## src/filter_clamp_pkg.sv

```systemverilog
// Package for the filter and clamp configuration register group
package filter_clamp_pkg;

    // Register indices; byte address is four times the index
    localparam logic [7:0]  IDX_CLAMP_CONTROL        = 8'h15;
    localparam logic [7:0]  IDX_CLAMP_OFFSET_LOW     = 8'h16;
    localparam logic [7:0]  IDX_SHAPING_FILTER       = 8'h17;
    localparam logic [7:0]  IDX_COMB_FILTER          = 8'h19;
    localparam logic [7:0]  IDX_SUBCARRIER_TOP       = 8'h23;
    localparam logic [7:0]  IDX_CLAMP_STATUS         = 8'h30;

    // Reset values
    localparam logic [7:0]  RST_CLAMP_CONTROL        = 8'h00;
    localparam logic [7:0]  RST_CLAMP_OFFSET_LOW     = 8'h00;
    localparam logic [7:0]  RST_SHAPING_FILTER       = 8'h00;
    localparam logic [7:0]  RST_COMB_FILTER          = 8'h00;
    localparam logic [7:0]  RST_SUBCARRIER_TOP       = 8'hE0;

    // Field layouts, most significant field first
    typedef struct packed {
        logic        manual;
        logic [1:0]  time_sel;
        logic        freeze;
        logic [3:0]  offset_high;
    } clamp_control_t;

    typedef struct packed {
        logic [2:0]  chroma_mode;
        logic [4:0]  luma_mode;
    } shaping_filter_t;

    typedef struct packed {
        logic [2:0]  reserved_high;
        logic        adaptive;
        logic [1:0]  mode;
        logic [1:0]  reserved_low;
    } comb_filter_t;

    typedef struct packed {
        logic [2:0]  reserved_high;
        logic        manual;
        logic [3:0]  freq_top;
    } subcarrier_top_t;

    // Settings presented to the pipeline
    typedef struct packed {
        logic [4:0]  luma_sel;
        logic [2:0]  chroma_sel;
        logic [1:0]  comb_lines;
        logic        comb_adaptive;
    } filter_setting_t;

    typedef enum logic [1:0] {
        COMB_NONE    = 2'b00,
        COMB_ONE     = 2'b01,
        COMB_TWO     = 2'b10,
        COMB_INVALID = 2'b11
    } comb_mode_t;

    typedef enum logic [1:0] {
        TC_SLOW    = 2'b00,
        TC_MEDIUM  = 2'b01,
        TC_FAST    = 2'b10,
        TC_QUALITY = 2'b11
    } clamp_time_t;

    localparam logic [4:0]  LUMA_AUTO_WIDE    = 5'h00;
    localparam logic [4:0]  LUMA_NOT_USED     = 5'h1E;
    localparam logic [2:0]  CHROMA_AUTO_15    = 3'h0;
    localparam logic [2:0]  CHROMA_AUTO_217   = 3'h1;
    localparam logic [2:0]  CHROMA_FIXED_BASE = 3'h1;
    localparam logic [2:0]  CHROMA_BASE_15    = 3'h3;
    localparam logic [2:0]  CHROMA_BASE_217   = 3'h6;
    localparam logic [2:0]  CHROMA_FIRST      = 3'h1;

    // Clamp loop timing
    localparam int          CLOCK_HZ          = 25_000_000;
    localparam int          TC_SLOW_MS        = 1000;
    localparam int          TC_MEDIUM_MS      = 500;
    localparam int          TC_FAST_MS        = 100;
    localparam int          CLAMP_STEPS       = 4096;
    localparam int          SLOW_STEP_CYCLES  =
        (TC_SLOW_MS * (CLOCK_HZ / 1000)) / CLAMP_STEPS;
    localparam int          MEDIUM_STEP_CYCLES =
        (TC_MEDIUM_MS * (CLOCK_HZ / 1000)) / CLAMP_STEPS;
    localparam int          FAST_STEP_CYCLES  =
        (TC_FAST_MS * (CLOCK_HZ / 1000)) / CLAMP_STEPS;

    localparam logic [11:0] BLACK_LEVEL       = 12'h100;
    localparam logic [11:0] SAMPLE_MAX        = 12'hFFF;
    localparam logic [27:0] STANDARD_FSC      = 28'h0000000;

endpackage : filter_clamp_pkg

```

## src/video_decoder_filter_clamp_regs.sv

```systemverilog
// Filter and clamp configuration registers with the clamp datapath
//
// Implementation choice: register access over APB.
`timescale 1ns/1ns
`default_nettype none

// Operation
// - Low offset byte held in own register; full offset added to chroma samples
// - Upper four offset bits sit above the low byte
// - Programmed offset used only in manual clamp mode
// - Manual offset correction acts on chroma only, luma untouched
// - Freeze holds the clamp loop correction until cleared
// - Two-bit field sets the clamp loop time constant
// - Five-bit field picks the luma shaping filter; code 11110 unused
// - Three-bit field picks chroma filter: two auto codes, six fixed
// - Auto chroma codes choose the filter from the scaling factor
// - Two-bit comb mode and a separate adaptive bit run the comb
// - Manual bit selects user 28-bit subcarrier or standard frequency
// - Timing codes give 1 s, 0.5 s, 0.1 s, or follow quality
// - Clamp mode bit: 0 automatic, 1 manual offset correction
module video_decoder_filter_clamp_regs
    import filter_clamp_pkg::*;
#(
    parameter int SLOW_CYCLES   = SLOW_STEP_CYCLES,
    parameter int MEDIUM_CYCLES = MEDIUM_STEP_CYCLES,
    parameter int FAST_CYCLES   = FAST_STEP_CYCLES
) (
    input  wire logic          mclk,
    input  wire logic          rstn,
    input  wire logic          psel,
    input  wire logic          penable,
    input  wire logic          pwrite,
    input  wire logic [11:0]   paddr,
    input  wire logic [31:0]   pwdata,
    input  wire logic [3:0]    pstrb,
    output logic      [31:0]   prdata,
    output logic               pready,
    output logic               pslverr,
    input  wire logic          sample_valid,
    input  wire logic          clamp_window,
    input  wire logic [11:0]   luma_raw,
    input  wire logic [11:0]   chroma_raw,
    input  wire logic          video_quality_indication,
    input  wire logic [7:0]    scaling_factor,
    input  wire logic [23:0]   subcarrier_low,
    output logic               out_valid,
    output logic      [11:0]   luma_out,
    output logic      [11:0]   chroma_out,
    output filter_setting_t    filter_setting,
    output logic      [27:0]   subcarrier_freq
);

    ////////////////////////////////////////////////////////////////////////
    // Helpers

    // Add a signed correction and saturate to the sample range
    function automatic logic [11:0] sat_add(input logic [11:0] sample,
                                            input logic [12:0] corr);
        logic [13:0] sum;
        sum = {2'b00, sample} + {corr[12], corr};
        if (sum[13]) begin
            sat_add = 12'h000;
        end else if (sum[12]) begin
            sat_add = SAMPLE_MAX;
        end else begin
            sat_add = sum[11:0];
        end
    endfunction : sat_add

    // Word index of an APB byte address
    function automatic logic [7:0] word_index(input logic [11:0] addr);
        word_index = addr[9:2];
    endfunction : word_index

    ////////////////////////////////////////////////////////////////////////
    // Register state

    clamp_control_t    clamp_control;
    logic [7:0]        clamp_offset_low;
    shaping_filter_t   shaping_filter_control;
    comb_filter_t      comb_filter_control;
    subcarrier_top_t   subcarrier_control_top;
    clamp_control_t    next_clamp_control;
    logic [7:0]        next_clamp_offset_low;
    shaping_filter_t   next_shaping_filter_control;
    comb_filter_t      next_comb_filter_control;
    subcarrier_top_t   next_subcarrier_control_top;
    logic [31:0]       next_prdata;
    logic              next_pready;
    logic              next_pslverr;

    logic [12:0]       clamp_corr;
    logic [7:0]        idx;
    logic              access;
    logic              wr_en;
    logic              mapped;

    assign idx    = word_index(paddr);
    assign access = psel && penable && pready;
    assign wr_en  = access && pwrite && pstrb[0] && !pslverr;

    // Decode, write and read data; one wait-free access phase per transfer
    always_comb begin
        next_clamp_control          = clamp_control;
        next_clamp_offset_low       = clamp_offset_low;
        next_shaping_filter_control = shaping_filter_control;
        next_comb_filter_control    = comb_filter_control;
        next_subcarrier_control_top = subcarrier_control_top;
        next_prdata                 = 32'h00000000;
        mapped                      = 1'b1;
        case (idx)
            IDX_CLAMP_CONTROL: begin
                next_prdata[7:0] = clamp_control;
            end
            IDX_CLAMP_OFFSET_LOW: begin
                next_prdata[7:0] = clamp_offset_low;
            end
            IDX_SHAPING_FILTER: begin
                next_prdata[7:0] = shaping_filter_control;
            end
            IDX_COMB_FILTER: begin
                next_prdata[7:0] = comb_filter_control;
            end
            IDX_SUBCARRIER_TOP: begin
                next_prdata[7:0] = subcarrier_control_top;
            end
            IDX_CLAMP_STATUS: begin
                next_prdata[12:0] = clamp_corr;
                next_prdata[16]   = clamp_control.freeze;
            end
            default: begin
                mapped = 1'b0;
            end
        endcase
        // Status is read-only, so a write to it is refused
        if (psel && pwrite && idx == IDX_CLAMP_STATUS) begin
            mapped = 1'b0;
        end
        if (wr_en) begin
            case (idx)
                IDX_CLAMP_CONTROL: begin
                    next_clamp_control = pwdata[7:0];
                end
                IDX_CLAMP_OFFSET_LOW: begin
                    next_clamp_offset_low = pwdata[7:0];
                end
                IDX_SHAPING_FILTER: begin
                    next_shaping_filter_control = pwdata[7:0];
                end
                IDX_COMB_FILTER: begin
                    next_comb_filter_control = pwdata[7:0];
                end
                IDX_SUBCARRIER_TOP: begin
                    next_subcarrier_control_top = pwdata[7:0];
                end
                default: begin
                    next_clamp_control = clamp_control;
                end
            endcase
        end
        // Ready rises in the access phase that follows each setup cycle
        next_pready  = psel && !penable;
        next_pslverr = psel && !penable && !mapped;
        if (!(psel && !penable) || pwrite) begin
            next_prdata = 32'h00000000;
        end
    end

    always_ff @(posedge mclk) begin
        if (!rstn) begin
            clamp_control          <= RST_CLAMP_CONTROL;
            clamp_offset_low       <= RST_CLAMP_OFFSET_LOW;
            shaping_filter_control <= RST_SHAPING_FILTER;
            comb_filter_control    <= RST_COMB_FILTER;
            subcarrier_control_top <= RST_SUBCARRIER_TOP;
            prdata                 <= 32'h00000000;
            pready                 <= 1'b0;
            pslverr                <= 1'b0;
        end else begin
            clamp_control          <= next_clamp_control;
            clamp_offset_low       <= next_clamp_offset_low;
            shaping_filter_control <= next_shaping_filter_control;
            comb_filter_control    <= next_comb_filter_control;
            subcarrier_control_top <= next_subcarrier_control_top;
            prdata                 <= next_prdata;
            pready                 <= next_pready;
            pslverr                <= next_pslverr;
        end
    end

    ////////////////////////////////////////////////////////////////////////
    // Digital clamp loop

    logic [15:0]       step_count;
    logic [15:0]       next_step_count;
    logic [12:0]       next_clamp_corr;
    logic [15:0]       step_limit;
    logic [11:0]       luma_clamped;
    logic              step_tick;

    // Step interval picks the loop time constant
    always_comb begin
        case (clamp_time_t'(clamp_control.time_sel))
            TC_SLOW: begin
                step_limit = 16'(SLOW_CYCLES - 1);
            end
            TC_MEDIUM: begin
                step_limit = 16'(MEDIUM_CYCLES - 1);
            end
            TC_FAST: begin
                step_limit = 16'(FAST_CYCLES - 1);
            end
            default: begin
                // Good video settles slowly, poor video tracks fast
                step_limit = video_quality_indication ?
                             16'(SLOW_CYCLES - 1) :
                             16'(FAST_CYCLES - 1);
            end
        endcase
    end

    assign step_tick    = (step_count >= step_limit);
    assign luma_clamped = sat_add(luma_raw, clamp_corr);

    // Loop nudges luma black level toward target once per step
    always_comb begin
        next_step_count = step_count;
        next_clamp_corr = clamp_corr;
        if (!clamp_control.freeze) begin
            next_step_count = step_tick ? 16'h0000 : step_count + 16'h0001;
            if (step_tick && sample_valid && clamp_window) begin
                if (luma_clamped > BLACK_LEVEL) begin
                    next_clamp_corr = clamp_corr - 13'h0001;
                end else if (luma_clamped < BLACK_LEVEL) begin
                    next_clamp_corr = clamp_corr + 13'h0001;
                end
            end
        end
    end

    always_ff @(posedge mclk) begin
        if (!rstn) begin
            step_count <= 16'h0000;
            clamp_corr <= 13'h0000;
        end else begin
            step_count <= next_step_count;
            clamp_corr <= next_clamp_corr;
        end
    end

    ////////////////////////////////////////////////////////////////////////
    // Sample correction

    logic [11:0]       offset_value;
    logic [12:0]       chroma_corr;
    logic [11:0]       next_luma_out;
    logic [11:0]       next_chroma_out;
    logic              next_out_valid;

    // Twelve-bit offset, treated as two's complement
    assign offset_value = {clamp_control.offset_high,
                           clamp_offset_low};

    // Manual mode swaps the chroma loop term for the programmed offset
    always_comb begin
        if (clamp_control.manual) begin
            chroma_corr = {offset_value[11], offset_value};
        end else begin
            chroma_corr = clamp_corr;
        end
        next_luma_out   = luma_clamped;
        next_chroma_out = sat_add(chroma_raw, chroma_corr);
        next_out_valid  = sample_valid;
    end

    always_ff @(posedge mclk) begin
        if (!rstn) begin
            luma_out   <= 12'h000;
            chroma_out <= 12'h000;
            out_valid  <= 1'b0;
        end else begin
            luma_out   <= next_luma_out;
            chroma_out <= next_chroma_out;
            out_valid  <= next_out_valid;
        end
    end

    ////////////////////////////////////////////////////////////////////////
    // Filter and subcarrier selection

    filter_setting_t   next_filter_setting;
    logic [27:0]       next_subcarrier_freq;
    logic [2:0]        chroma_base;
    logic [2:0]        chroma_drop;

    // Resolve auto chroma codes and invalid codes into plain selections
    always_comb begin
        next_filter_setting = filter_setting;
        // Unused luma code falls back to auto wide notch
        if (shaping_filter_control.luma_mode == LUMA_NOT_USED) begin
            next_filter_setting.luma_sel = LUMA_AUTO_WIDE;
        end else begin
            next_filter_setting.luma_sel =
                shaping_filter_control.luma_mode;
        end
        chroma_base = (shaping_filter_control.chroma_mode == CHROMA_AUTO_15) ?
                      CHROMA_BASE_15 : CHROMA_BASE_217;
        // Stronger downscaling picks a narrower filter
        chroma_drop = {1'b0, scaling_factor[7:6]};
        if (shaping_filter_control.chroma_mode <= CHROMA_AUTO_217) begin
            next_filter_setting.chroma_sel =
                (chroma_base > chroma_drop + CHROMA_FIRST) ?
                chroma_base - chroma_drop : CHROMA_FIRST;
        end else begin
            next_filter_setting.chroma_sel =
                shaping_filter_control.chroma_mode -
                CHROMA_FIXED_BASE;
        end
        // Invalid comb code is run as no comb rather than guessed
        if (comb_mode_t'(comb_filter_control.mode) == COMB_INVALID) begin
            next_filter_setting.comb_lines = COMB_NONE;
        end else begin
            next_filter_setting.comb_lines = comb_filter_control.mode;
        end
        next_filter_setting.comb_adaptive =
            comb_filter_control.adaptive;
        if (subcarrier_control_top.manual) begin
            next_subcarrier_freq = {subcarrier_control_top.freq_top,
                                    subcarrier_low};
        end else begin
            next_subcarrier_freq = STANDARD_FSC;
        end
    end

    always_ff @(posedge mclk) begin
        if (!rstn) begin
            filter_setting  <= '0;
            subcarrier_freq <= 28'h0000000;
        end else begin
            filter_setting  <= next_filter_setting;
            subcarrier_freq <= next_subcarrier_freq;
        end
    end

endmodule : video_decoder_filter_clamp_regs

`default_nettype wire
```

## config.mk

```make
export PLATFORM = sky130hd
export DESIGN_NAME = video_decoder_filter_clamp_regs
export DESIGN_NICKNAME = d
export VERILOG_FILES = /design/src/filter_clamp_pkg.sv /design/src/video_decoder_filter_clamp_regs.sv
export SDC_FILE = /design/constraint.sdc
export NUM_CORES = 1
export LEC_CHECK = 0
export CAP_MARGIN = 20
export CORE_MARGIN = 3
export CORE_UTILIZATION = 59
export DETAILED_ROUTE_END_ITERATION = 12
export DONT_BUFFER_PORTS = 1
export GPL_ROUTABILITY_DRIVEN = 1
export PLACE_DENSITY = 0.82
export SLEW_MARGIN = 20
export SYNTH_ARGS = -nofsm -noshare
export SYNTH_HDL_FRONTEND = slang
export SYNTH_SLANG_ARGS = --single-unit
```

## constraint.sdc

```tcl
create_clock -name mclk -period 7.3 [get_ports mclk]
set_input_delay 0 -clock mclk [delete_from_list [all_inputs] [get_ports mclk]]
set_output_delay 0 -clock mclk [all_outputs]
set_load 0.005 [all_outputs]
```

==> results.yml, run 1 <==
power_and_ir_drop:
  switching_share_pct: 22.2
  static-leakage-power_nw: 3.84
  p_switching_uw: 402
  comb_power_share_pct: 5.7
  p_seq_share_pct: 45.9
  p_int_mw: 1.41
  max-vdd-ir-drop_mv: 0.164
  power.density_mw_per_mm2: 203
  clock_power_share_pct: 48.3
timing:
  fin_crit_ps: 4850
  hold_slack_ps: 9.75
  maxSlewHeadroom_pct: 30.3
  drv_slew: 0
  timing.final.crit_share_pct: 66.4
  rsz0062_at_grt: "no"
  tightest_slew_ps: 1040
  setup_tns_ps: 0
  hold_viol: 0
  fmaxAchievable_mhz: 206
  setup_viol: 0
  skew_ps: 10.1
drt:
  dr.pass1.iters: 6
  drt_wl_total_um: 20000
  drc: 0
  drtAntennaViolNets: 0
  vias_per_cell: 5.96
  drt-initial-drc-count: 612
  wl_per_cell_um: 18.5
  vias: 6441
setup_path:
  r2r_setup_slack_ps: 2450
  crit_buf_inv: 0
  arrival_ps: 5190
  worstPathCellList: "ha_1 -> fa_1 -> a211oi_2 -> o21bai_1 -> a21oi_1 -> xor2_1 -> or4b_1 -> nand2b_1 -> a21oi_2 -> ha_1 -> or2_2 -> o31a_1 -> a311oi_1 -> o21bai_1 -> a21oi_1 -> xnor2_1 -> nand3_1 -> a21oi_1"
  worst_r2r_path_depth: 18
  required_ps: 7640
  cp-end-kind: "flop"
  cp_common_cell: "a21oi_1"
  r2r-end: "clamp_corr[11]"
  worst_path_max_delay_cell: "or4b_1"
  critPathTopFamily: "compound AO/OA/AOI/OAI gates"
  crit_path_max_fanout: 12
  startpoint: "clamp_corr[0]"
  timing.rr.start: "clamp_corr[0]"
  max_stage_delay_ps: 530
  worstSetupPathType: "reg2reg"
  startpoint_type: "flop"
clock_tree:
  clock_sinks: 149
  cts.htree.levels: 4
  clk_pin_slew_ps: 60
  cts_resized: 0
  cts_buffers: 17
  insertion_delay_ps: 420
  clockBufferDepth: 2
  cts_setup_buffers: 0
  cts_tree: "built"
  cts-root-buf: "clkbuf_16"
grt:
  grt_pass1_vias: 6060
  antenna_found_initial: 0
  grt-ovfl-total: 0
  grt_pass1_wl_um: 31500
  track_usage_pct: 27.3
  grt_max_degree: 55
synthesis:
  synth_edf_count: 0
  ys.flop_type: "dfxtp_1"
  synthArstFlopShare_pct: 0
  synth-seq-cells: 149
  syn-mean-instance-area_um2: 9.05
  synthCells: 861
  synth_top_cell_by_area: "dfxtp_1"
  post_synth_num_cell_types: 69
  synthTopCellsByArea: "dfxtp_1, ha_1, mux2i_1"
  yosysTopAreaCellShare_pct: 38.3
  synth-warning-count: 0
  syn-cell-area_mm2: 0.00779
  yosysSeqAreaShare_pct: 38.3
die:
  start_util_pct: 61.0
  die_h_um: 121
  die_area_mm2: 0.0146
  die_w_um: 121
  core_area_mm2: 0.0128
  rows: 41
  ios: 210
worst_hold_path:
  hold_class: "in2reg"
  hold_path_startpoint: "scaling_factor[6]"
  holdPathEnd: "filter_setting[4]"
  holdPathStages: 4
layout:
  layout-drive-gt1-share_pct: 7.49
  nets: 1071
  final_cells: 1080
  antenna_cells: 0
  syn_to_final_growth_pct: 14.6
place:
  dp_cells: 997
  port_buffers: 0
  hpwl_um: 13700
  place.gp.congestion: 0.952
run_status:
  status: "complete, no violations"
job:
  maxCapViolCount: 0
==> repair_timing <==
item                       in CTS  in global routing
hold endpoints to repair      105                  0
hold buffers                   52                  0
setup endpoints to repair       0                  0
==> kinds of logic (layout without fill, tap and decap cells) <==
kind of cell | count (synthesis) | in the layout | share of synthesized area [%]
other | 1 | 18 | 0.0481
AOI/OAI and AO/OA | 177 | 177 | 14.8
adders and majority gates | 63 | 63 | 10.4
xor gates and xnor gates | 46 | 46 | 5.17
muxes | 62 | 62 | 8.24
DFF | 149 | 149 | 38.3
and+or+nand+nor | 275 | 275 | 17.8
buffers and inverters | 88 | 118 | 5.25
==> synthesized netlist by cell type (22+ instances only) <==
| master | n |
|---|---|
| a21oi_1 | 69 |
| and3_1 | 39 |
| clkbuf_1 | 31 |
| dfxtp_1 | 149 |
| ha_1 | 60 |
| inv_1 | 31 |
| mux2i_1 | 45 |
| nand2_1 | 42 |
| nor2_1 | 100 |
| o21a_1 | 22 |
| o21ai_0 | 25 |
| xnor2_1 | 33 |
==> power by group through the flow <==
stage,registers [mW],clock network (mW),logic [mW]
after floorplan,0.846,0,0.0716
after global placement,0.849,0,0.0705
after detailed placement,0.848,0,0.0718
after CTS,0.831,0.878,0.102
after global routing,0.831,0.916,0.115
final,0.831,0.874,0.104
==> routing by layer <==
layer / share of wire [%] / global-route usage [%] / vias up
met4: 3.2 / 10.8 / 0
met5: 0 / 0 / -
met2: 46 / 43.1 / 304
met3: 9.3 / 8.58 / 51
met1: 42 / 34.7 / 2995
li1: - / - / 3091
==> cell usage in the layout, fill, tap and decap left out, drive strengths merged, types with 13 or more instances in the layout <==
master,Yosys,layout
a21oi,69,69
a22oi,16,16
and3,40,40
clkbuf,32,19
conb,1,18
dfxtp,149,149
dlygate4sd3,0,51
ha,60,60
inv,32,33
mux2,17,17
mux2i,45,45
nand2,42,42
nand3,17,17
nor2,100,100
nor3,15,15
o21a,22,22
o21ai,29,29
xnor2,33,33
xor2,13,13
==> worst min-delay path, delay by kind of cell <==
family / cells / cell delay [ps]
AO/OA/AOI/OAI: 1 / 110
adder cells (fa/ha/maj): 2 / 240
AND/OR/NAND/NOR: 1 / 30
==> area by class of cell <==
type	instances	area, µm²
sequential	149	2980
fill	945	3850
timing repair buffer	55	553
clock inverter	12	155
inverter	32	120
multi-input combinational	641	4470
tap	172	215
clock buffer	19	433
==> metrics by stage <==
step	util, %	setup WS (ps)	cell area [µm²]	power (mW)
6_report	69.9	2450	8930	1.81
5_1_grt	69.9	2040	8930	1.86
4_1_cts	69.9	2270	8920	1.81
3_5_place_dp	61.1	2320	7800	0.920
3_3_place_gp	61.1	2330	7800	0.919
2_1_floorplan	-	2920	7860	0.918
==> registers in the layout, indices dropped and copies added (netlist names) <==
name / count
subcarrier_freq: 28
step_count: 16
prdata: 14
clamp_corr: 13
chroma_out: 12
luma_out: 12
filter_setting: 11
clamp_control: 8
clamp_offset_low: 8
comb_filter_control: 8
shaping_filter_control: 8
subcarrier_control_top: 8
out_valid: 1
pready: 1
pslverr: 1
==> worst max-delay path by stage <==
stage	end	slack (ps)	cells after the start
finish	clamp_corr[11]	2450	18
CTS	clamp_corr[11]	2270	18
global route	clamp_corr[11]	2040	18
detailed placement	clamp_corr[11]	2320	18
floorplan	clamp_corr[11]	2920	18
global placement	clamp_corr[11]	2330	18
Power figures use the tool's default switching activity.
==> run 2, diff against run 1 <==
==> constraint.sdc (replaced) <==
create_clock -name mclk -period 4.55 [get_ports mclk]
set_input_delay 0 -clock mclk [delete_from_list [all_inputs] [get_ports mclk]]
set_output_delay 0 -clock mclk [all_outputs]
set_load 0.005 [all_outputs]
==> results.yml, run 2 (synthesis results as in run 1) <==
layout:
  syn_to_final_growth_pct: 17.7
  largest_reg_flops: 28
  layout_commonest_cell: "dfxtp_1"
  nets: 1093
  layout_common_cells: "dfxtp_1, nor2_1, a21oi_1, ha_1, dlygate4sd3_1"
  layout-drive-gt1-share_pct: 10.1
  antenna_cells: 0
  regMostFlops: "subcarrier_freq"
  final_cells: 1103
  reg_top3: "subcarrier_freq: 28 flops, step_count: 16 flops, prdata: 14 flops"
grt:
  grt_use_met2_pct: 46.3
  antenna_found_initial: 2
  grt.met3_usage_pct: 8.02
  track_usage_pct: 28.3
  met1_usage_pct: 35.6
  grt-busiest-layer: "met2"
  grt_pass1_wl_um: 32600
  grt_max_degree: 55
  grt_pass1_vias: 6353
  grt-ovfl-total: 0
setup_path:
  arrival_ps: 4680
  startpoint_type: "flop"
  cp-end-kind: "flop"
  worstSetupPathType: "reg2reg"
  crit_path_max_fanout: 6
  required_ps: 4900
  worst_r2r_path_depth: 18
die:
  core_area_mm2: 0.0128
  die_h_um: 121
  start_util_pct: 61.0
  ios: 210
  die_area_mm2: 0.0146
  rows: 41
  die_w_um: 121
clock_tree:
  clk_pin_slew_ps: 70
  cts_tree: "built"
  cts-root-buf: "clkbuf_16"
  cts.htree.levels: 4
  cts_buffers: 17
  insertion_delay_ps: 430
  clockBufferDepth: 2
  clock_sinks: 149
drt:
  dr.pass1.iters: 5
  vias: 6583
  drtAntennaViolNets: 0
  drc: 0
  vias_per_cell: 5.97
  drt_wl_total_um: 20800
  drt-initial-drc-count: 582
  wl_per_cell_um: 18.9
timing:
  maxSlewHeadroom_pct: 34.0
  fin_crit_ps: 4320
  setup_tns_ps: 0
  fmaxAchievable_mhz: 231
  skew_ps: 6.76
  timing.final.crit_share_pct: 95.0
  drv_slew: 0
  hold_viol: 0
  setup_ws_ps: 226
  tightest_slew_ps: 983
  rsz0062_at_grt: "no"
  setup_viol: 0
power_and_ir_drop:
  clock_power_share_pct: 49.9
  power.density_mw_per_mm2: 328
  static-leakage-power_nw: 3.96
  p_int_mw: 2.33
  p_seq_share_pct: 44.3
  switching_share_pct: 22.7
  p_switching_uw: 684
  comb_power_share_pct: 5.9
  max-vdd-ir-drop_mv: 0.280
job:
  maxCapViolCount: 0
worst_hold_path:
  hold_class: "in2reg"
  holdPathStages: 3
place:
  dp_cells: 1014
  place.gp.congestion: 0.933
  place_ws_ps: 46.3
  hpwl_um: 14200
  port_buffers: 0
run_status:
  status: "complete, no violations"
## run 2: cell types whose count changed in the layout (fill, tap and decap cells not counted), sizes merged, moves of 2 or more
cell and delta:
clkinvlp +3, clkinv -4, dlygate4sd3 +2, inv +2, buf +20
## run 2: timing repair
action / 4_1_cts / 5_1_grt
pin swaps: 0 / 3
hold buffers: 54 / 0
setup endpoints to repair: 1 / 6
setup buffers: 0 / 3
gates resized for setup: 1 / 5
hold endpoints to repair: 115 / 0
## run 2: final timing paths
path,start,endpoint,slack (ps)
worst max-delay path,clamp_corr[0],clamp_corr[11],230
worst min-delay path,chroma_raw[4],chroma_out[4],20
worst max register to register,clamp_corr[0],clamp_corr[11],230
worst min register to register,comb_filter_control[3],filter_setting[2],480
## run 2: power groups by stage
stage,logic [mW],clock network [mW],registers (mW)
after global routing,0.194,1.58,1.33
after global placement,0.116,0,1.36
after detailed placement,0.119,0,1.36
final,0.177,1.50,1.33
after CTS,0.169,1.51,1.33
after floorplan,0.115,0,1.36
## run 2: through the flow
| stage | util [%] | total power, mW | hold WS, ps | instance area [µm²] |
|---|---|---|---|---|
| global placement | 62.1 | 1.48 | 72.0 | 7930 |
| finish | 71.8 | 3.01 | 17.1 | 9170 |
| detailed placement | 62.1 | 1.48 | 73.9 | 7930 |
| global route | 71.8 | 3.10 | 25.9 | 9170 |
| CTS | 71.4 | 3.02 | 1.03 | 9120 |
| floorplan | - | 1.47 | 122 | 7860 |
## run 2: final cells by class
class / instances / area (µm²)
clock buffer: 18 / 429
sequential: 149 / 2980
timing repair buffer: 77 / 723
fill: 901 / 3600
clock inverter: 14 / 201
tap: 172 / 215
inverter: 32 / 120
multi-input combinational: 641 / 4500
## run 2: metal layers
metal	vias to the layer above	part of all wire (%)
met5	-	0.10
met2	315	46
met4	4	3.0
met1	3077	42
met3	54	8.6
li1	3133	-
## run 2: critical path, cell delays in order (launching register included)
cell,delay (ps)
dfxtp_1,310
ha_1,220
fa_2,380
a211oi_2,260
o21bai_1,110
a21oi_1,190
xor2_1,230
or4b_4,510
nand2b_1,110
a21oi_2,130
ha_1,370
or2_2,310
o31a_1,150
a311oi_2,310
o21bai_1,110
a21oi_1,180
xnor2_1,130
nand3_1,90
a21oi_1,160
